## config.mk

```make
export PLATFORM = sky130hd
export DESIGN_NAME = sdm_ctrl
export DESIGN_NICKNAME = d
export VERILOG_FILES = /design/src/sdm_pkg.sv /design/src/sdm_fifo.sv /design/src/sdm_ctrl.sv
export VERILOG_INCLUDE_DIRS = /design/src /design/src/src
export SDC_FILE = /design/constraint.sdc
export NUM_CORES = 1
export LEC_CHECK = 0
export BUFFER_PORTS_ARGS = -buffer_cell sky130_fd_sc_hd__buf_2
export CORE_AREA = 2 2 195 216
export CTS_CLUSTER_DIAMETER = 100
export DETAILED_ROUTE_END_ITERATION = 8
export DIE_AREA = 0 0 197 218
export PLACE_DENSITY = 0.79
export SETUP_SLACK_MARGIN = 0.3
export SLEW_MARGIN = 10
export SYNTH_ARGS = -nofsm -noshare
export SYNTH_HDL_FRONTEND = slang
export SYNTH_SLANG_ARGS = --single-unit
```

## constraint.sdc

```tcl
create_clock -name i_clk -period 3.4 [get_ports i_clk]
set_input_delay 0.51 -clock i_clk [delete_from_list [all_inputs] [get_ports i_clk]]
set_output_delay 0.51 -clock i_clk [all_outputs]
set_load 0.02 [all_outputs]
```

## src/sdm_params.svh

```systemverilog
// timing counts and frame geometry for the serial dot matrix display controller
`ifndef SDM_PARAMS_SVH
`define SDM_PARAMS_SVH

// ---------------------------------------------------------------
// clock and frame geometry
// ---------------------------------------------------------------
`define SDM_CLK_PERIOD_NS 20
`define SDM_CLK_HZ 50000000
`define SDM_ROWS 16
`define SDM_COLS 16
`define SDM_DOTS 256

// ---------------------------------------------------------------
// link timing, in nanoseconds as printed, then in clock cycles
// ---------------------------------------------------------------
// shift clock at most 1 mhz: half period of 500 ns covers the 470 ns widths
`define SDM_SHIFT_PERIOD_NS 1000
`define SDM_SHIFT_HALF_CYC ((`SDM_SHIFT_PERIOD_NS / 2 + `SDM_CLK_PERIOD_NS - 1) / `SDM_CLK_PERIOD_NS)
`define SDM_PULSE_MIN_NS 470
`define SDM_LATCH_CYC ((`SDM_PULSE_MIN_NS + `SDM_CLK_PERIOD_NS - 1) / `SDM_CLK_PERIOD_NS)
`define SDM_CLK_SETUP_NS 220
`define SDM_SETUP_CYC ((`SDM_CLK_SETUP_NS + `SDM_CLK_PERIOD_NS - 1) / `SDM_CLK_PERIOD_NS)
// alternation signal at 70 hz: toggle every half period
`define SDM_ALT_HZ 70
`define SDM_ALT_HALF_CYC (`SDM_CLK_HZ / (2 * `SDM_ALT_HZ))

`endif

```

## src/sdm_pkg.sv

```systemverilog
// types shared by the serial dot matrix display controller
package sdm_pkg;
  typedef enum logic [2:0] {
    ST_IDLE,
    ST_LOAD,
    ST_HIGH,
    ST_LOW,
    ST_GAP,
    ST_LATCH,
    ST_POST
  } sdm_state_e;
endpackage

```

## src/sdm_fifo.sv

```systemverilog
// flip-flop fifo with valid and ready on both sides
`timescale 1ns/1ns
module sdm_fifo #(
  parameter int WIDTH = 16,
  parameter int DEPTH = 16
) (
  // clock and reset
  input wire logic i_clk,
  input wire logic i_rst_n,
  // fill side
  input wire logic i_in_valid,
  input wire logic [WIDTH-1:0] i_in_data,
  output logic o_in_ready,
  // drain side
  output logic o_out_valid,
  output logic [WIDTH-1:0] o_out_data,
  input wire logic i_out_ready
);
  localparam int AW = $clog2(DEPTH);

  logic [WIDTH-1:0] mem [DEPTH];
  logic [AW-1:0] wr_ptr;
  logic [AW-1:0] rd_ptr;
  logic [AW:0] count;
  logic push;
  logic pop;

  // full and empty come straight from the fill count
  assign o_in_ready = (count != (AW+1)'(DEPTH));
  assign o_out_valid = (count != '0);
  assign o_out_data = mem[rd_ptr];
  assign push = i_in_valid && o_in_ready;
  assign pop = o_out_valid && i_out_ready;

  // storage has no reset: contents are only read behind the count
  always_ff @(posedge i_clk) begin
    if (push) begin
      mem[wr_ptr] <= i_in_data;
    end
  end

  // pointers wrap at the depth, which need not be a power of two
  always_ff @(posedge i_clk or negedge i_rst_n) begin
    if (!i_rst_n) begin
      wr_ptr <= '0;
      rd_ptr <= '0;
    end else begin
      if (push) begin
        wr_ptr <= (wr_ptr == AW'(DEPTH - 1)) ? '0 : wr_ptr + 1'b1;
      end
      if (pop) begin
        rd_ptr <= (rd_ptr == AW'(DEPTH - 1)) ? '0 : rd_ptr + 1'b1;
      end
    end
  end

  // fill count
  always_ff @(posedge i_clk or negedge i_rst_n) begin
    if (!i_rst_n) begin
      count <= '0;
    end else if (push && !pop) begin
      count <= count + 1'b1;
    end else if (pop && !push) begin
      count <= count - 1'b1;
    end
  end
endmodule

```

## src/sdm_ctrl.sv

```systemverilog
// controller that streams frames into a 16 by 16 serial dot matrix display
//
// Behaviour
// RL1: the display samples the serial dot bit on each falling edge of the shift clock.
// RL2: the display shows the shifted pattern on each rising edge of the latch strobe.
// RL3: each serial bit is one dot, 1 lighting it and 0 leaving it dark.
// RL4: the controller drives an alternation signal that flips polarity at about 70 hz.
// RL5: dots are numbered column by column, dots 1 to 16 forming the first column top down.
// RL6: even dots go out first ending with dot 256, then odd dots ending with dot 255.
// RL7: all display inputs stay low until the display is powered and drop before it is off; the code drops them three clocks after the supply pin falls.
// RL8: frame start is raised once per frame alongside the first data bit.
`timescale 1ns/1ns
`include "sdm_params.svh"
module sdm_ctrl #(
  parameter int ALT_HALF_CYC = `SDM_ALT_HALF_CYC,
  parameter int FIFO_DEPTH = 16
) (
  // clock and reset
  input wire logic i_clk,
  input wire logic i_rst_n,
  // column words: bit 0 is the top row, first word is the leftmost column
  input wire logic i_col_valid,
  input wire logic [`SDM_ROWS-1:0] i_col_data,
  output logic o_col_ready,
  // display supply status pin
  input wire logic i_supply_on,
  // status
  output logic o_busy,
  output logic o_frame_done,
  // display pins
  output logic o_dot_shift_clock,
  output logic o_row_latch_strobe,
  output logic o_frame_start_pulse,
  output logic o_serial_dot_in,
  output logic o_lc_alternation
);
  localparam logic [4:0] HALF_LAST = 5'(`SDM_SHIFT_HALF_CYC - 1);
  localparam logic [4:0] SETUP_LAST = 5'(`SDM_SETUP_CYC - 1);
  localparam logic [4:0] LATCH_LAST = 5'(`SDM_LATCH_CYC - 1);
  localparam logic [3:0] COL_LAST = 4'(`SDM_COLS - 1);

  sdm_pkg::sdm_state_e state;
  sdm_pkg::sdm_state_e next_state;
  logic [`SDM_DOTS-1:0] frame;
  logic [3:0] col_cnt;
  logic [7:0] bit_idx;
  logic [7:0] cur_dot;
  logic [4:0] timer;
  logic timer_done;
  logic [4:0] timer_last;
  logic [1:0] supply_sync;
  logic powered;
  logic fifo_valid;
  logic [`SDM_ROWS-1:0] fifo_data;
  logic pop;
  logic [$clog2(ALT_HALF_CYC)-1:0] alt_cnt;

  // ---------------------------------------------------------------
  // input staging
  // ---------------------------------------------------------------
  sdm_fifo #(
    .WIDTH(`SDM_ROWS),
    .DEPTH(FIFO_DEPTH)
  ) u_fifo (
    .i_clk(i_clk),
    .i_rst_n(i_rst_n),
    .i_in_valid(i_col_valid),
    .i_in_data(i_col_data),
    .o_in_ready(o_col_ready),
    .o_out_valid(fifo_valid),
    .o_out_data(fifo_data),
    .i_out_ready(pop)
  );

  // supply pin is asynchronous: two flops before use
  always_ff @(posedge i_clk or negedge i_rst_n) begin
    if (!i_rst_n) begin
      supply_sync <= 2'h0;
    end else begin
      supply_sync <= {supply_sync[0], i_supply_on};
    end
  end
  assign powered = supply_sync[1];

  // ---------------------------------------------------------------
  // sequencer
  // ---------------------------------------------------------------
  // the fifo drains only while loading, so a busy link back-pressures the source
  assign pop = (state == sdm_pkg::ST_LOAD) && fifo_valid && powered;
  // even dots (second common group) first, then odd ones: dot = 2*k+1 then 2*k
  assign cur_dot = {bit_idx[6:0], ~bit_idx[7]}; // RL6

  always_comb begin
    unique case (state)
      sdm_pkg::ST_HIGH, sdm_pkg::ST_LOW: timer_last = HALF_LAST;
      sdm_pkg::ST_LATCH: timer_last = LATCH_LAST;
      default: timer_last = SETUP_LAST;
    endcase
  end
  assign timer_done = (timer == timer_last);

  always_comb begin
    next_state = state;
    unique case (state)
      sdm_pkg::ST_IDLE: if (fifo_valid) next_state = sdm_pkg::ST_LOAD;
      sdm_pkg::ST_LOAD: if (pop && col_cnt == COL_LAST) next_state = sdm_pkg::ST_HIGH;
      sdm_pkg::ST_HIGH: if (timer_done) next_state = sdm_pkg::ST_LOW;
      sdm_pkg::ST_LOW: begin
        if (timer_done) begin
          next_state = (bit_idx == 8'hff) ? sdm_pkg::ST_GAP : sdm_pkg::ST_HIGH;
        end
      end
      sdm_pkg::ST_GAP: if (timer_done) next_state = sdm_pkg::ST_LATCH;
      sdm_pkg::ST_LATCH: if (timer_done) next_state = sdm_pkg::ST_POST;
      sdm_pkg::ST_POST: if (timer_done) next_state = sdm_pkg::ST_IDLE;
    endcase
    // losing the supply abandons the frame at once
    if (!powered) begin
      next_state = sdm_pkg::ST_IDLE; // RL7
    end
  end

  // state register
  always_ff @(posedge i_clk or negedge i_rst_n) begin
    if (!i_rst_n) begin
      state <= sdm_pkg::ST_IDLE;
    end else begin
      state <= next_state;
    end
  end

  // phase timer restarts on every state change
  always_ff @(posedge i_clk or negedge i_rst_n) begin
    if (!i_rst_n) begin
      timer <= 5'h0;
    end else if (next_state != state || state == sdm_pkg::ST_IDLE) begin
      timer <= 5'h0;
    end else begin
      timer <= timer + 5'h1;
    end
  end

  // column and bit counters
  always_ff @(posedge i_clk or negedge i_rst_n) begin
    if (!i_rst_n) begin
      col_cnt <= 4'h0;
      bit_idx <= 8'h0;
    end else if (state == sdm_pkg::ST_IDLE) begin
      col_cnt <= 4'h0;
      bit_idx <= 8'h0;
    end else begin
      if (pop) begin
        col_cnt <= col_cnt + 4'h1;
      end
      if (state == sdm_pkg::ST_LOW && next_state == sdm_pkg::ST_HIGH) begin
        bit_idx <= bit_idx + 8'h1;
      end
    end
  end

  // frame store: column c, row r lands on zero-based dot c*16+r
  always_ff @(posedge i_clk or negedge i_rst_n) begin
    if (!i_rst_n) begin
      frame <= '0;
    end else if (pop) begin
      frame[col_cnt*`SDM_ROWS +: `SDM_ROWS] <= fifo_data; // RL5
    end
  end

  // ---------------------------------------------------------------
  // display pins
  // ---------------------------------------------------------------
  // clock and strobe follow the next state so they line up with it;
  // data and frame start trail by a cycle, still far inside setup and hold
  always_ff @(posedge i_clk or negedge i_rst_n) begin
    if (!i_rst_n) begin
      o_dot_shift_clock <= 1'b0;
      o_row_latch_strobe <= 1'b0;
      o_serial_dot_in <= 1'b0;
      o_frame_start_pulse <= 1'b0;
    end else begin
      o_dot_shift_clock <= (next_state == sdm_pkg::ST_HIGH);
      o_row_latch_strobe <= (next_state == sdm_pkg::ST_LATCH);
      o_serial_dot_in <= (state == sdm_pkg::ST_HIGH || state == sdm_pkg::ST_LOW)
                         && powered && frame[cur_dot]; // RL3
      o_frame_start_pulse <= (state == sdm_pkg::ST_HIGH || state == sdm_pkg::ST_LOW)
                             && powered && bit_idx == 8'h0; // RL8
    end
  end

  // free-running alternation, held low while the display is unpowered
  always_ff @(posedge i_clk or negedge i_rst_n) begin
    if (!i_rst_n) begin
      alt_cnt <= '0;
      o_lc_alternation <= 1'b0;
    end else if (!powered) begin
      alt_cnt <= '0;
      o_lc_alternation <= 1'b0; // RL7
    end else if (alt_cnt == ($clog2(ALT_HALF_CYC))'(ALT_HALF_CYC - 1)) begin
      alt_cnt <= '0;
      o_lc_alternation <= ~o_lc_alternation; // RL4
    end else begin
      alt_cnt <= alt_cnt + 1'b1;
    end
  end

  // status
  always_ff @(posedge i_clk or negedge i_rst_n) begin
    if (!i_rst_n) begin
      o_frame_done <= 1'b0;
      o_busy <= 1'b0;
    end else begin
      o_frame_done <= (state == sdm_pkg::ST_POST) && timer_done && powered;
      // taken from the next state so busy still lines up with the state register
      o_busy <= (next_state != sdm_pkg::ST_IDLE);
    end
  end

  // ---------------------------------------------------------------
  // checks
  // ---------------------------------------------------------------
  AST_DOT_VALUE: assert property ( // RL3
    @(posedge i_clk) disable iff (!i_rst_n)
    (state == sdm_pkg::ST_LOW && powered && $past(powered)) |-> o_serial_dot_in == frame[cur_dot])
    else $error("serial dot does not match frame bit");

  AST_ALT_TOGGLE: assert property ( // RL4
    @(posedge i_clk) disable iff (!i_rst_n)
    (powered && alt_cnt == ($clog2(ALT_HALF_CYC))'(ALT_HALF_CYC - 1))
    |=> (o_lc_alternation != $past(o_lc_alternation)))
    else $error("alternation did not toggle at half period");

  AST_COLUMN_MAP: assert property ( // RL5
    @(posedge i_clk) disable iff (!i_rst_n)
    pop |=> frame[$past(col_cnt)*`SDM_ROWS +: `SDM_ROWS] == $past(fifo_data))
    else $error("column word not stored at its dots");

  AST_FIRST_DOT: assert property ( // RL6
    @(posedge i_clk) disable iff (!i_rst_n)
    (state == sdm_pkg::ST_LOAD && next_state == sdm_pkg::ST_HIGH) |=> cur_dot == 8'h01)
    else $error("frame did not open with dot 2");

  AST_LAST_DOT: assert property ( // RL6
    @(posedge i_clk) disable iff (!i_rst_n)
    (state == sdm_pkg::ST_LOW && next_state == sdm_pkg::ST_GAP) |-> cur_dot == 8'hfe)
    else $error("frame did not close with dot 255");

  AST_POWER_OFF: assert property ( // RL7
    @(posedge i_clk) disable iff (!i_rst_n)
    (!powered ##1 !powered) |-> !o_dot_shift_clock && !o_row_latch_strobe
    && !o_serial_dot_in && !o_frame_start_pulse && !o_lc_alternation)
    else $error("display pins driven while unpowered");

  AST_FRAME_START: assert property ( // RL8
    @(posedge i_clk) disable iff (!i_rst_n)
    (powered && state == sdm_pkg::ST_HIGH && bit_idx == 8'h0 && timer_done)
    |-> o_frame_start_pulse ##1 o_frame_start_pulse)
    else $error("frame start not held over first falling edge");

  AST_FRAME_START_ONCE: assert property ( // RL8
    @(posedge i_clk) disable iff (!i_rst_n)
    (state == sdm_pkg::ST_HIGH && bit_idx != 8'h0 && timer == 5'h1) |-> !o_frame_start_pulse)
    else $error("frame start raised past the first bit");

  AST_LATCH_AFTER_SHIFT: assert property ( // RL2
    @(posedge i_clk) disable iff (!i_rst_n)
    $rose(o_row_latch_strobe) |-> $past(state) == sdm_pkg::ST_GAP)
    else $error("latch strobe raised outside the frame end");
endmodule

```

After elaboration in Yosys (flattened, before gate mapping)
Memories as Yosys holds them, arrays and structs flattened.
Cells that the tools add are included.
{"block": "op_classes", "shift": 2, "magnitude_cmp": 1, "bitwise_logic": 2, "reduce_logical": 25, "n_eq_ne": 17, "muxes": 29, "addsub": 9}
{"cell": "256-bit bitwise mux", "n": 1}
{"cell": "16-bit by 34-bit variable shift with 256-bit output, first input constant", "n": 1}
{"cell": "16-bit by 34-bit variable part select with 256-bit output", "n": 1}
{"cell": "19-bit 2-to-1 mux", "n": 2}
{"cell": "8-bit negator with 34-bit output", "n": 1}
{"cell": "3-bit 2-to-1 mux", "n": 9}
{"cell": "3-bit case mux with 7 select lines", "n": 1}
{"cell": "19-bit by 1-bit adder with 19-bit output, second input constant", "n": 1}
{"cell": "19-bit == test, second input constant", "n": 1}
{"cell": "4-bit 2-to-1 mux", "n": 4}
{"cell": "8-bit 2-to-1 mux", "n": 2}
{"cell": "5-bit 2-to-1 mux", "n": 3}
{"cell": "1-bit logical AND", "n": 13}
{"cell": "4-bit by 1-bit adder with 4-bit output, second input constant", "n": 3}
{"cell": "3-bit == test, second input constant", "n": 4}
{"cell": "4-bit == test, second input constant", "n": 3}
{"cell": "5-bit by 1-bit adder with 5-bit output, second input constant", "n": 2}
{"cell": "5-bit case mux with 2 select lines", "n": 1}
{"cell": "3-bit by 2-bit == test with 1-bit output, second input constant", "n": 3}
{"cell": "8-bit by 9-bit less-than comparator with 1-bit output, second input constant", "n": 1}
{"cell": "8-bit by 1-bit adder with 8-bit output, second input constant", "n": 1}
{"cell": "1-bit binary-select mux with 8-bit select", "n": 1}
{"cell": "8-bit == test, second input constant", "n": 1}
{"cell": "8-bit zero test", "n": 1}
{"cell": "15 further kinds", "n": 24}
{"block": "totals", "input_bits": 20, "output_inout_bits": 8, "mem_count": 1, "ram_bits": 256, "word_cells": 103, "regBits": 317}
{"name": "u_fifo.mem", "depth": 16, "width": 16, "rd": 1, "rd_clocked_by_memory_dff": 0, "write_ports": 1, "line_no": "sdm_fifo.sv:21", "rtl": "logic [WIDTH-1:0] mem [DEPTH];"}

Longest topological paths before layout
Gate-level depths: netlist (run 1).
{"block": "depth", "ltp_word": 11, "depth_mapped": 13, "mapped_depth_nobuf": 12}

By module
A second synthesis (run 1) with hierarchy kept.
{"block": "hier_totals", "hier_cells": 1899, "area_unflattened_um2": 24870.1}
{"mod": "sdm_ctrl", "seq_area_each_um2": 7607.3, "cells_each": 1405, "area_per_inst_um2": 14380.0, "n_inst": 1}
{"mod": "sdm_fifo", "seq_area_each_um2": 8012.7, "cells_each": 494, "area_per_inst_um2": 10490.1, "n_inst": 1}

Worst setup path after synthesis (run 1)
No wires, ideal clock.
{"block": "synth_path", "path_kind": "reg2reg", "start": "reg u_fifo.count[0]", "end": "reg u_fifo.count[4]", "t_arrival_ns": 2.789, "path_buffers": 1, "required_time_ns": 3.277, "setup_time_ns": 0.123, "stages_incl_launch_ff": 13, "path_slack_ns": 0.488, "period_less_slack_ns": 2.912, "cell_sequence": "dfrtp_1 nor4_1 nand2_1 and2_1 clkbuf_1 ha_1 inv_1 ha_1 a21o_1 a21oi_1 xnor2_1 nor2_1 xnor2_1"}
{"block": "synth_via", "elab_cells_between_ends": 15, "cone_classes": "add/sub (2); eq/ne (1); mux (2); reduce/logical (10)"}
{"item": "start, declared", "line_no": "sdm_fifo.sv:24", "rtl": "logic [AW:0] count;"}
{"item": "start signal, assigned", "line_no": "sdm_fifo.sv:62", "rtl": "count <= count + 1'b1;"}
{"item": "start signal, assigned", "line_no": "sdm_fifo.sv:64", "rtl": "count <= count - 1'b1;"}
{"item": "5-bit inequality test *", "line_no": "sdm_fifo.sv:29", "rtl": "assign o_in_ready = (count != (AW+1)'(DEPTH));"}
{"item": "via o_col_ready", "line_no": "sdm_ctrl.sv:24", "rtl": "output logic o_col_ready,"}
{"item": "1-bit logical AND *", "line_no": "sdm_fifo.sv:32", "rtl": "assign push = i_in_valid && o_in_ready;"}
{"item": "via u_fifo.push", "line_no": "sdm_fifo.sv:25", "rtl": "logic push;"}
{"item": "1-bit zero test", "line_no": "sdm_fifo.sv:63", "rtl": "end else if (pop && !push) begin"}
{"item": "1-bit logical AND", "line_no": "sdm_fifo.sv:63"}
{"item": "2-bit nonzero test (no line)"}
The timed path passes the listed nets; every way through them passes the cells marked *. The select of a mux whose other input is x is not followed.
A chain may end at the register's enable or synchronous reset.

Final worst setup path (run 1)
{"block": "layout_path", "start": "reg col_cnt[1]", "end": "reg frame[184]"}
{"block": "layout_via", "elab_chain_len": 3, "elab_cells_between_ends": 4, "cone_classes": "add/sub (1); shift (2); mux (1)"}
{"item": "start, declared", "line_no": "sdm_ctrl.sv:45", "rtl": "logic [3:0] col_cnt;"}
{"item": "start signal, assigned", "line_no": "sdm_ctrl.sv:153", "rtl": "col_cnt <= col_cnt + 4'h1;"}
{"item": "8-bit negator with 34-bit output *", "line_no": "sdm_ctrl.sv:166", "rtl": "frame[col_cnt*`SDM_ROWS +: `SDM_ROWS] <= fifo_data;"}
{"item": "16-bit by 34-bit variable part select with 256-bit output / 16-bit by 34-bit variable shift with 256-bit output (equally long branches)", "line_no": "sdm_ctrl.sv:166"}
{"item": "256-bit bitwise mux *", "line_no": "sdm_ctrl.sv:166"}
{"item": "end signal, assigned by index", "line_no": "sdm_ctrl.sv:166"}
{"item": "end, declared", "line_no": "sdm_ctrl.sv:44", "rtl": "logic [`SDM_DOTS-1:0] frame;"}
Every way passes the cells marked *; elsewhere a longest branch is shown, timed or not.

==> metrics.md, run 1 <==
| Metric | Value |
|---|---|
| Final Hold Fails | `15` |
| Die H | `218 µm` |
| Area leader, netlist | `dfrtp_1` |
| Post-synth top flop | `dfrtp_1` |
| Core area | `40,790 µm²` |
| Largest net degree at the start of global routing | `110` |
| Routed Antenna Nets | `0` |
| Gate Count Post-Synth | `1,562` |
| Status | `finished, violations left` |
| Pins over their slew limit | `0` |
| Clk sinks | `573` |
| Vias in the first global route | `15,060` |
| Via count | `14,320` |
| Min Tclk post-route | `2.960 ns` |
| Number of library cell types mapped by synthesis | `77` |
| YS warnings | `0` |
| Violated checks | `negative hold slack` |
| Port bufs | `27` |
| Drt drc | `0` |
| Mux contribution to synthesized area | `0.2457` |
| Mapped cell area | `25,300 µm²` |
| RSZ-0062 raised after global routing | `no` |
| Num ports | `28` |
| Tightest hold margin | `-0.03550 ns` |
| WL final | `57,530 µm` |
| Power density over cell area | `657.0 nW/µm²` |
| Crit Path Max Fanout | `16` |
| Setup TNS | `0 ns` |
| Leading cell type by number of instances after synthesis | `dfrtp_1` |
| Synthesized flop and latch total | `573` |
| Nets | `1,673` |
| Worst-Margin Slew | `1.069 ns` |
| Global-route wire length before repair | `89,120 µm` |
| Area contributors post-synth | `dfrtp_1 31%, edfxtp_1 30%, mux4_2 11%` |
| All-Layer GR Usage | `0.2777` |
| Largest family of logic cells by synthesized area | `multiplexers` |
| R2R depth | `6` |
| DR iter-0 viols | `1,272` |
| Max Fclk | `337.9 MHz` |
| Sequential share of the synthesized area | `0.6174` |
| Post-synthesis xor/xnor area fraction | `0.01142` |
| Critical path class | `register to register` |
| Rows | `78` |
| Asr flop ratio synth | `0.5532` |
| Clk_skew | `0.01322 ns` |
| Skew-Pair Late Insertion Delay | `0.60 ns` |
| GP Congestion | `0.9049` |
| Grt total ovfl | `0` |
| Pleak | `11.25 nW` |
| Share of layout cells above drive strength 1 | `0.3663` |
| Vias/cell | `6.511` |
| Worst vdd rail ir drop | `0.5674 mV` |
| CTS Root Cell | `clkbuf_16` |
| Final setup vio count | `0` |
| Slew headroom | `0.2875` |
| Simple-Gate Fraction of Synth Area | `0.06222` |
| Area grow syn2layout | `11.55%` |
| Clk slew on worst S/H paths | `0.06 ns` |
| Max Cap Violations | `0` |
| Startpoint type of the worst setup path | `register` |
| R2R Setup Slk | `0.44 ns` |
| Reg-to-Reg Start | `col_cnt[1]$_DFFE_PN0P_` |
| Endpoint class of the critical path | `register` |
| Mean Syn Cell Area | `16.20 µm²` |
| ANT cells | `0` |
| Pwr Total | `0.01854 W` |
| Per-cell routed wire length | `26.16 µm` |
| Post-DP HPWL | `35,930 µm` |
| Starting density of the core | `0.6202` |
| FF-to-FF End | `frame[184]$_DFFE_PN0P_` |
| Number of synthesized flops with an enable pin | `256` |
| TritonCTS clock tree | `done` |
| CTS Buf Count | `55` |
| Die width | `197 µm` |
| Initial DRT Pass Iterations | `6` |
| HP Class | `input port to asynchronous set/reset pin` |
| Commonest cells post-synth | `317 x dfrtp_1, 256 x edfxtp_1, 247 x mux2_2` |
| Top cell type's share of synthesized area | `0.3136` |
| Critical Path AT | `3.44 ns` |
| WP data required | `3.89 ns` |
| Post-synthesis compound-gate area fraction | `0.03205` |
| Adder-cell area share of the yosys netlist | `0.009199` |
| Final worst-path cycle share | `0.8704` |
| Initial antenna violation count | `1` |
| FILL cells | `2,623` |
| CTS H-tree lvls | `2` |
| Longest Clk Path Bufs | `3` |
| Syn nets | `1,600` |
| Die area | `42,950 µm²` |
worst max-delay path: stages (launching register included):
cell and delay (ns):
dfrtp_1 0.44, or3_1 0.47, inv_1 0.11, ha_1 0.28, or3_1 0.44, or3_2 0.69, mux2_4 0.39
logic make-up after synthesis:
kind of cell	count (synthesis)
buffers and inverters	104
adder cells (fa/ha/maj)	18
AND/OR/NAND/NOR	296
flip-flops	573
XOR/XNOR	33
AO/OA/AOI/OAI	114
multiplexers	424
per-layer routing:
| metal | GRT usage | vias to the layer above | share of wire |
|---|---|---|---|
| li1 | - | 6142 | - |
| met1 | 0.3599 | 7494 | 0.39 |
| met2 | 0.4819 | 534 | 0.52 |
| met3 | 0.03835 | 146 | 0.051 |
| met4 | 0.1048 | 2 | 0.035 |
| met5 | 0 | - | 0.00023 |
sequential cells by signal, indices dropped and copies added (netlist names), 3 cells and up:
register,count
u_fifo.mem,256
col_cnt,4
u_fifo.wr_ptr,4
u_fifo.rd_ptr,4
state,3
timer,5
frame,256
bit_idx,8
u_fifo.count,5
alt_cnt,19
power by group:
group          internal [W]  total, W  switching (W)
sequential          0.00776   0.00813       0.000370
combinational       0.00185   0.00424        0.00239
clock               0.00359   0.00617        0.00258
total                0.0132    0.0185        0.00534
layout make-up:
| cell class | instances | area, µm² | area share |
|---|---|---|---|
| multi-input combinational | 885 | 9190 | 0.3256 |
| clock buffer | 77 | 1572 | 0.05568 |
| inverter | 22 | 82.58 | 0.002926 |
| clock inverter | 24 | 246.5 | 0.008734 |
| sequential | 573 | 15630 | 0.5538 |
| timing repair buffer | 98 | 850.8 | 0.03015 |
| tap | 520 | 650.6 | 0.02305 |
how the worst max path moves through the flow:
stage | slack, ns | endpoint | startpoint
floorplan | 0.49 | u_fifo.count[4]$_DFFE_PN0P_ | u_fifo.count[0]$_DFFE_PN0P_
global placement | 0.39 | u_fifo.count[4]$_DFFE_PN0P_ | u_fifo.count[0]$_DFFE_PN0P_
detailed placement | 0.27 | u_fifo.count[4]$_DFFE_PN0P_ | u_fifo.count[0]$_DFFE_PN0P_
CTS | 0.36 | frame[225]$_DFFE_PN0P_ | u_fifo.rd_ptr[0]$_DFFE_PN0P_
global route | 0.31 | frame[243]$_DFFE_PN0P_ | col_cnt[1]$_DFFE_PN0P_
finish | 0.44 | frame[184]$_DFFE_PN0P_ | col_cnt[1]$_DFFE_PN0P_
layout by cell type, fill, tap and decap left out, types with 13 or more instances in the layout:
cell and n:
a21oi_1 21, nor2_2 13, xor2_1 16, nor2b_1 22, edfxtp_1 256, mux2i_1 38
buf_2 26, and2_0 16, nand2_1 59, a22oi_1 17, and2_4 16, dfrtp_1 313
buf_4 57, nand4_1 15, inv_1 19, mux4_2 129, ha_1 17, nand3_1 31
o21ai_0 15, mux2_2 247, nor2_1 51, clkbuf_16 57, clkbuf_1 13, xnor2_1 17
metrics by stage:
step / cell area, µm² / util / instances / setup slack (ns) / hold slack, ns
finish: 28220 / 0.6918 / 2199 / 0.4405 / -0.03550
global route: 28220 / 0.6918 / 2199 / 0.3052 / 0.04226
CTS: 28160 / 0.6904 / 2197 / 0.3575 / 0.0002495
detailed placement: 26330 / 0.6454 / 2095 / 0.2675 / 0.3364
global placement: 26330 / 0.6454 / 2095 / 0.3896 / 0.3327
floorplan: 25300 / - / 1562 / 0.4880 / 0.2144
what timing repair did:
item / 4_1_cts / 5_1_grt
endpoints found under the setup margin: 1 / 37
endpoints found under the hold margin: 1 / 0
setup buffers: 0 / 2
hold buffers: 1 / 0
cloned: 0 / 0
resized for setup: 1 / 2
Power figures use the tool's default switching activity.
==> run 2: changes to the inputs <==
--- a/config.mk
+++ b/config.mk
@@ -7,11 +7,11 @@
 export NUM_CORES = 1
 export LEC_CHECK = 0
 export BUFFER_PORTS_ARGS = -buffer_cell sky130_fd_sc_hd__buf_2
-export CORE_AREA = 2 2 195 216
+export CORE_AREA = 2 2 199 221
 export CTS_CLUSTER_DIAMETER = 100
 export DETAILED_ROUTE_END_ITERATION = 8
-export DIE_AREA = 0 0 197 218
-export PLACE_DENSITY = 0.79
+export DIE_AREA = 0 0 201 223
+export PLACE_DENSITY = 0.76
 export SETUP_SLACK_MARGIN = 0.3
 export SLEW_MARGIN = 10
 export SYNTH_ARGS = -nofsm -noshare
==> metrics.md, run 2 (synthesis gave the netlist of run 1 again) <==
| Metric | Value |
|---|---|
| Status | `finished clean` |
| Internal Dissipation | `0.01310 W (-0.77%)` |
| Initial antenna violation count | `1 (unchanged)` |
| Pins over their slew limit | `0 (unchanged)` |
| WL final | `57,350 µm (-0.30%)` |
| Grt total ovfl | `0 (unchanged)` |
| Vias/cell | `6.298 (-3.3%)` |
| Share of layout cells above drive strength 1 | `0.3714 (+0.005071)` |
| Crit Path Max Fanout | `13 (-3)` |
| Final worst-path cycle share | `0.8673 (-0.003161)` |
| Largest net degree at the start of global routing | `109 (-0.91%)` |
| Core area | `42,740 µm² (+4.8%)` |
| Routed Antenna Nets | `0 (unchanged)` |
| Clk slew on worst S/H paths | `0.07 ns (about the same)` |
| Pwr Total | `0.01844 W (-0.58%)` |
| Critical Path AT | `3.48 ns (+0.04 ns)` |
| Clk sinks | `573 (unchanged)` |
| Power density over cell area | `652.6 nW/µm² (-0.68%)` |
| Rows | `80 (+2.6%)` |
| Setup TNS | `0 ns (unchanged)` |
| Sw Ratio | `0.2893 (+0.001373)` |
| All-Layer GR Usage | `0.2631 (-0.01460)` |
| WP data required | `3.93 ns (+0.04 ns)` |
| Post-Layout Cell Count | `2,258 (+2.7%)` |
| Port bufs | `27 (unchanged)` |
| Register area | `15,630 µm² (unchanged)` |
| Final Hold Fails | `0 (-15)` |
| Hold path depth | `1` |
| Slew headroom | `0.1684 (-0.1191)` |
| HP Class | `input port to register` |
| Vias in the first global route | `14,770 (-1.9%)` |
| Reg-to-Reg Start | `state[1]$_DFF_PN0_` |
| CTS Root Cell | `clkbuf_16` |
| Max Fclk | `339.1 MHz (+0.36%)` |
| Comb pwr share | `0.223 (-0.006)` |
| Min Tclk post-route | `2.949 ns (-0.01075 ns)` |
| Max Cap Violations | `0 (unchanged)` |
| FF-to-FF End | `bit_idx[3]$_DFFE_PN0P_` |
| Drt drc | `0 (unchanged)` |
| Area grow syn2layout | `11.66% (about the same)` |
| Commonest cells after routing, fill and taps aside | `313 x dfrtp_1, 256 x edfxtp_1, 247 x mux2_2` |
| Critical path class | `register to register` |
| Endpoint class of the critical path | `register` |
| Post-DP HPWL | `36,560 µm (+1.7%)` |
| Clock share of power | `0.337 (+0.004)` |
| Per-cell routed wire length | `25.40 µm (-2.9%)` |
| Die width | `201 µm (+2.0%)` |
| Pleak | `11.24 nW (about the same)` |
| Nets | `1,676 (+0.18%)` |
| Worst-Margin Slew | `1.247 ns (+0.1787 ns)` |
| Hold Startpoint | `i_col_data[6]` |
| # placed instances | `2,152 (+2.7%)` |
| Die area | `44,820 µm² (+4.4%)` |
| R2R depth | `8 (+2)` |
| Psw | `0.005334 W (-0.11%)` |
| Clk_skew | `0.02869 ns (+0.01547 ns)` |
| Global-route wire length before repair | `88,760 µm (-0.40%)` |
| FILL cells | `2,888 (+10%)` |
| Footprint of the multi-input gates | `9180 µm² (-0.11%)` |
| Largest regs | `frame x256, u_fifo.mem x256, alt_cnt x19` |
| Hold EP | `u_fifo.mem[4][6]$_DFFE_PP_` |
| Via count | `14,220 (-0.67%)` |
| R2R Setup Slk | `0.45 ns (about the same)` |
| Final setup vio count | `0 (unchanged)` |
| Most common cell after layout, fill and taps aside | `dfrtp_1` |
| Initial DRT Pass Iterations | `5 (-1)` |
| RSZ-0062 raised after global routing | `no` |
| TritonCTS clock tree | `done` |
| Longest Clk Path Bufs | `3 (unchanged)` |
| Skew-Pair Late Insertion Delay | `0.61 ns (about the same)` |
| Starting density of the core | `0.5919 (-0.02825)` |
| Cell area after placement | `26,370 µm² (+0.15%)` |
| Startpoint type of the worst setup path | `register` |
| DR iter-0 viols | `1,170 (-8.0%)` |
| Sequential share of power | `0.439 (about the same)` |
| CTS Buf Count | `56 (+1.8%)` |
| Die H | `223 µm (+2.3%)` |
| Worst vdd rail ir drop | `0.7858 mV (+38%)` |
| GP Congestion | `0.9469 (+4.6%)` |
| CTS H-tree lvls | `2 (unchanged)` |
| Post-route cell area | `28,250 µm² (about the same)` |
| Num ports | `28 (unchanged)` |
## run 2: critical path, stage by stage (launching register included)
cell	delay [ns]
dfrtp_1	0.61
buf_4	0.23
nor2b_1	0.26
xor2_1	0.19
nand3b_1	0.20
nor3_1	0.43
o31ai_2	0.23
or4_1	0.56
a21oi_1	0.16
## run 2: through the flow
step           utilization  hold slack, ns  setup WS, ns
2_1_floorplan            -          0.2144        0.4880
3_3_place_gp        0.6170          0.3329        0.5519
3_5_place_dp        0.6170          0.3355        0.5388
4_1_cts             0.6607          0.2407        0.5055
5_1_grt             0.6609          0.2548        0.3225
6_report            0.6609          0.2656        0.4512
## run 2: how the worst max path moves through the flow
stage / endpoint / start / slack, ns
floorplan: u_fifo.count[4]$_DFFE_PN0P_ / u_fifo.count[0]$_DFFE_PN0P_ / 0.49
global placement: u_fifo.count[4]$_DFFE_PN0P_ / u_fifo.count[0]$_DFFE_PN0P_ / 0.55
detailed placement: u_fifo.count[4]$_DFFE_PN0P_ / u_fifo.count[0]$_DFFE_PN0P_ / 0.54
CTS: u_fifo.count[4]$_DFFE_PN0P_ / u_fifo.count[0]$_DFFE_PN0P_ / 0.51
global route: u_fifo.count[4]$_DFFE_PN0P_ / u_fifo.count[0]$_DFFE_PN0P_ / 0.32
finish: bit_idx[3]$_DFFE_PN0P_ / state[1]$_DFF_PN0_ / 0.45
## run 2: what timing repair did
| item | in CTS | in global routing |
|---|---|---|
| gates resized for setup | 0 | 2 |
| hold endpoints to repair | 19 | 0 |
| hold buffers | 2 | 0 |
| buffers inserted | 0 | 0 |
| endpoints found under the setup margin | 0 | 1 |
## run 2: layer usage
metal / global-route usage / part of all wire / up-vias
met5: 0 / 0.00019 / -
met4: 0.1168 / 0.041 / 2
met3: 0.04236 / 0.056 / 161
met2: 0.4409 / 0.51 / 494
met1: 0.3431 / 0.40 / 7418
li1: - / - / 6147
## run 2: cell type report
| cell class | count | share of cell area |
|---|---|---|
| antenna | 1 | 0.00008858 |
| clock buffer | 73 | 0.05545 |
| clock inverter | 30 | 0.009965 |
| inverter | 22 | 0.003012 |
| multi-input combinational | 885 | 0.3250 |
| sequential | 573 | 0.5533 |
| tap | 574 | 0.02542 |
| timing repair buffer | 100 | 0.02781 |
## run 2: power by group through the flow
stage,combinational [W],clock (W),sequential [W]
after floorplan,0.00288,0,0.00804
after global placement,0.00402,0,0.00819
after detailed placement,0.00411,0,0.00822
after CTS,0.00414,0.00631,0.00809
after global routing,0.00440,0.00657,0.00814
final,0.00412,0.00622,0.00810
==> run 3: changes to the inputs <==
--- a/config.mk
+++ b/config.mk
@@ -7,11 +7,13 @@
 export NUM_CORES = 1
 export LEC_CHECK = 0
 export BUFFER_PORTS_ARGS = -buffer_cell sky130_fd_sc_hd__buf_2
-export CORE_AREA = 2 2 199 221
+export CELL_PAD_IN_SITES_DETAIL_PLACEMENT = 1
+export CELL_PAD_IN_SITES_GLOBAL_PLACEMENT = 2
+export CORE_AREA = 2 2 222 246
 export CTS_CLUSTER_DIAMETER = 100
 export DETAILED_ROUTE_END_ITERATION = 8
-export DIE_AREA = 0 0 201 223
-export PLACE_DENSITY = 0.76
+export DIE_AREA = 0 0 224 248
+export PLACE_DENSITY_LB_ADDON = 0.1
 export SETUP_SLACK_MARGIN = 0.3
 export SLEW_MARGIN = 10
 export SYNTH_ARGS = -nofsm -noshare
==> constraint.sdc (replaced) <==
create_clock -name i_clk -period 3.22 [get_ports i_clk]
set_input_delay 0.483 -clock i_clk [delete_from_list [all_inputs] [get_ports i_clk]]
set_output_delay 0.483 -clock i_clk [all_outputs]
set_load 0.02 [all_outputs]
==> metrics.md, run 3 (synthesis gave the netlist of run 1 again) <==
| Metric | Value |
|---|---|
| Worst-path cell chain | `buf_12, mux4_2, mux4_2, and2_0, mux2_2` |
| Most common cell after layout, fill and taps aside | `dfrtp_1` |
| Place WS | `0.2771 ns (-0.2617 ns)` |
| Power density over cell area | `695.5 nW/µm² (+6.6%)` |
| Nets | `1,687 (+0.66%)` |
| All-Layer GR Usage | `0.2365 (-0.02657)` |
| CTS H-tree lvls | `2 (unchanged)` |
| WL final | `62,960 µm (+9.8%)` |
| Die width | `224 µm (+11%)` |
| Max Cap Violations | `0 (unchanged)` |
| Starting density of the core | `0.4763 (-0.1156)` |
| Critical path class | `register to register` |
| Final setup vio count | `0 (unchanged)` |
| Max Fclk | `360.5 MHz (+6.3%)` |
| Routed Antenna Nets | `0 (unchanged)` |
| FILL cells | `4,869 (+69%)` |
| HP Class | `input port to register` |
| Initial DRT Pass Iterations | `5 (unchanged)` |
| DR iter-0 viols | `874 (-25%)` |
| Worst path top cell family by delay | `multiplexers` |
| Setup TNS | `0 ns (unchanged)` |
| Crit Path Max Fanout | `24 (+11)` |
| Via count | `13,990 (-1.6%)` |
| TritonCTS clock tree | `done` |
| Slew headroom | `0.3482 (+0.1798)` |
| Critical Path AT | `3.29 ns (-0.19 ns)` |
| Global-route wire length before repair | `97,990 µm (+10%)` |
| Footprint of the multi-input gates | `9198 µm² (+0.19%)` |
| Per-cell routed wire length | `26.44 µm (+4.1%)` |
| Die area | `55,550 µm² (+24%)` |
| Clk_skew | `0.03186 ns (+0.003174 ns)` |
| Final worst-path cycle share | `0.8615 (-0.005813)` |
| Rows | `89 (+11%)` |
| Longest Clk Path Bufs | `3 (unchanged)` |
| CTS Root Cell | `clkbuf_16` |
| Grt total ovfl | `0 (unchanged)` |
| WP data required | `3.73 ns (-0.20 ns)` |
| Vias/cell | `5.876 (-6.7%)` |
| Share of layout cells above drive strength 1 | `0.3722 (+0.0008419)` |
| Worst vdd rail ir drop | `0.5335 mV (-32%)` |
| Register area | `15,630 µm² (about the same)` |
| Skew-Pair Late Insertion Delay | `0.64 ns (+0.03 ns)` |
| Final Hold Fails | `0 (unchanged)` |
| RSZ-0062 raised after global routing | `no` |
| Drt drc | `0 (unchanged)` |
| Endpoint class of the critical path | `register` |
| Area grow syn2layout | `13.22%` |
| Num ports | `28 (unchanged)` |
| Initial antenna violation count | `3 (+2)` |
| Worst-Margin Slew | `0.9741 ns (-0.2733 ns)` |
| Clk sinks | `573 (unchanged)` |
| Port bufs | `27 (unchanged)` |
| Vias in the first global route | `15,430 (+4.5%)` |
| Min Tclk post-route | `2.774 ns (-0.1748 ns)` |
| WP buf/inv | `1 (unchanged)` |
| Post-DP HPWL | `41,990 µm (+15%)` |
| Pins over their slew limit | `0 (unchanged)` |
| CTS Buf Count | `59 (+5.4%)` |
| Clk slew on worst S/H paths | `0.06 ns (about the same)` |
| Core area | `53,120 µm² (+24%)` |
| Commonest cells after routing, fill and taps aside | `312 x dfrtp_1, 256 x edfxtp_1, 247 x mux2_2` |
| GP Congestion | `0.8371 (-12%)` |
| Die H | `248 µm (+11%)` |
| Slowest CP cell | `dfrtp_4` |
| Largest regs | `frame x256, u_fifo.mem x256, alt_cnt x19` |
| CP max stage delay | `0.54 ns (-0.07 ns)` |
| CP most frequent cell | `mux4_2` |
| Status | `finished clean` |
| Largest net degree at the start of global routing | `79 (-28%)` |
| Setup ws final | `0.4461 ns (-0.005171 ns)` |
| Startpoint type of the worst setup path | `register` |
| Pleak | `11.37 nW (+1.1%)` |
run 3: changes by cell type in the layout (fill, tap and decap cells not counted), moves of 2 or more:
cell	previous run	this run
clkbuf_1	8	16
buf_4	64	67
clkinv_1	4	10
clkinv_2	11	8
buf_12	7	11
inv_4	2	0
clkbuf_16	57	61
inv_6	4	0
clkinvlp_4	6	0
run 3: final timing paths:
path,startpoint,to,slack (ns),cells past startpoint
max,u_fifo.rd_ptr[0]$_DFFE_PN0P_,frame[111]$_DFFE_PN0P_,0.45,5
min,i_col_data[14],u_fifo.mem[6][14]$_DFFE_PP_,0.21,1
max reg2reg,u_fifo.rd_ptr[0]$_DFFE_PN0P_,frame[111]$_DFFE_PN0P_,0.45,5
min in group asynchronous,i_rst_n,alt_cnt[7]$_DFF_PN0_,0.42,2
min reg2reg,supply_sync[0]$_DFF_PN0_,supply_sync[1]$_DFF_PN0_,0.38,0
max in group asynchronous,i_rst_n,bit_idx[7]$_DFFE_PN0P_,1.81,3
run 3: worst reg2reg max path, cell delays in order, from the launching register on:
cell and delay, ns:
dfrtp_4 0.54, buf_12 0.26, mux4_2 0.52, mux4_2 0.53
and2_0 0.42, mux2_2 0.39
run 3: what timing repair did:
action                                  CTS  global route
endpoints found under the setup margin   11            24
hold buffers                              2             0
resized for setup                         0             7
buffers inserted                          2             1
endpoints found under the hold margin    74             0
run 3: metal layers:
layer  wire, µm  global-route usage  part of all wire
met5          0                   0                 0
met2      32730              0.4185              0.52
met1      26560              0.3039              0.42
met4       1710             0.07588             0.027
met3       1968             0.03066             0.031
run 3: metrics by stage:
stage          power (W)  hold WS [ns]  std cells  utilization  area, µm²
2_1_floorplan    0.01153        0.1874       1562            -      25300
6_report         0.01992        0.2129       2381       0.5393      28640
3_5_place_dp     0.01320        0.3530       2265       0.5006      26590
5_1_grt          0.02081        0.2113       2380       0.5392      28640
4_1_cts          0.02015        0.1835       2379       0.5383      28590
3_3_place_gp     0.01308        0.3718       2265       0.5006      26590
run 3: layout make-up:
class,instances,area share
antenna,1,0.00008736
clock buffer,84,0.05836
clock inverter,26,0.01018
inverter,22,0.002883
multi-input combinational,885,0.3211
sequential,573,0.5457
tap,682,0.02979
timing repair buffer,108,0.03189
run 3: power breakdown:
part           switching (W)  internal, W  total [W]  leakage, nW
clock                0.00286      0.00401    0.00688        0.961
sequential          0.000346      0.00820    0.00854         6.67
combinational        0.00255      0.00194    0.00450         3.74
total                0.00577       0.0142     0.0199         11.4
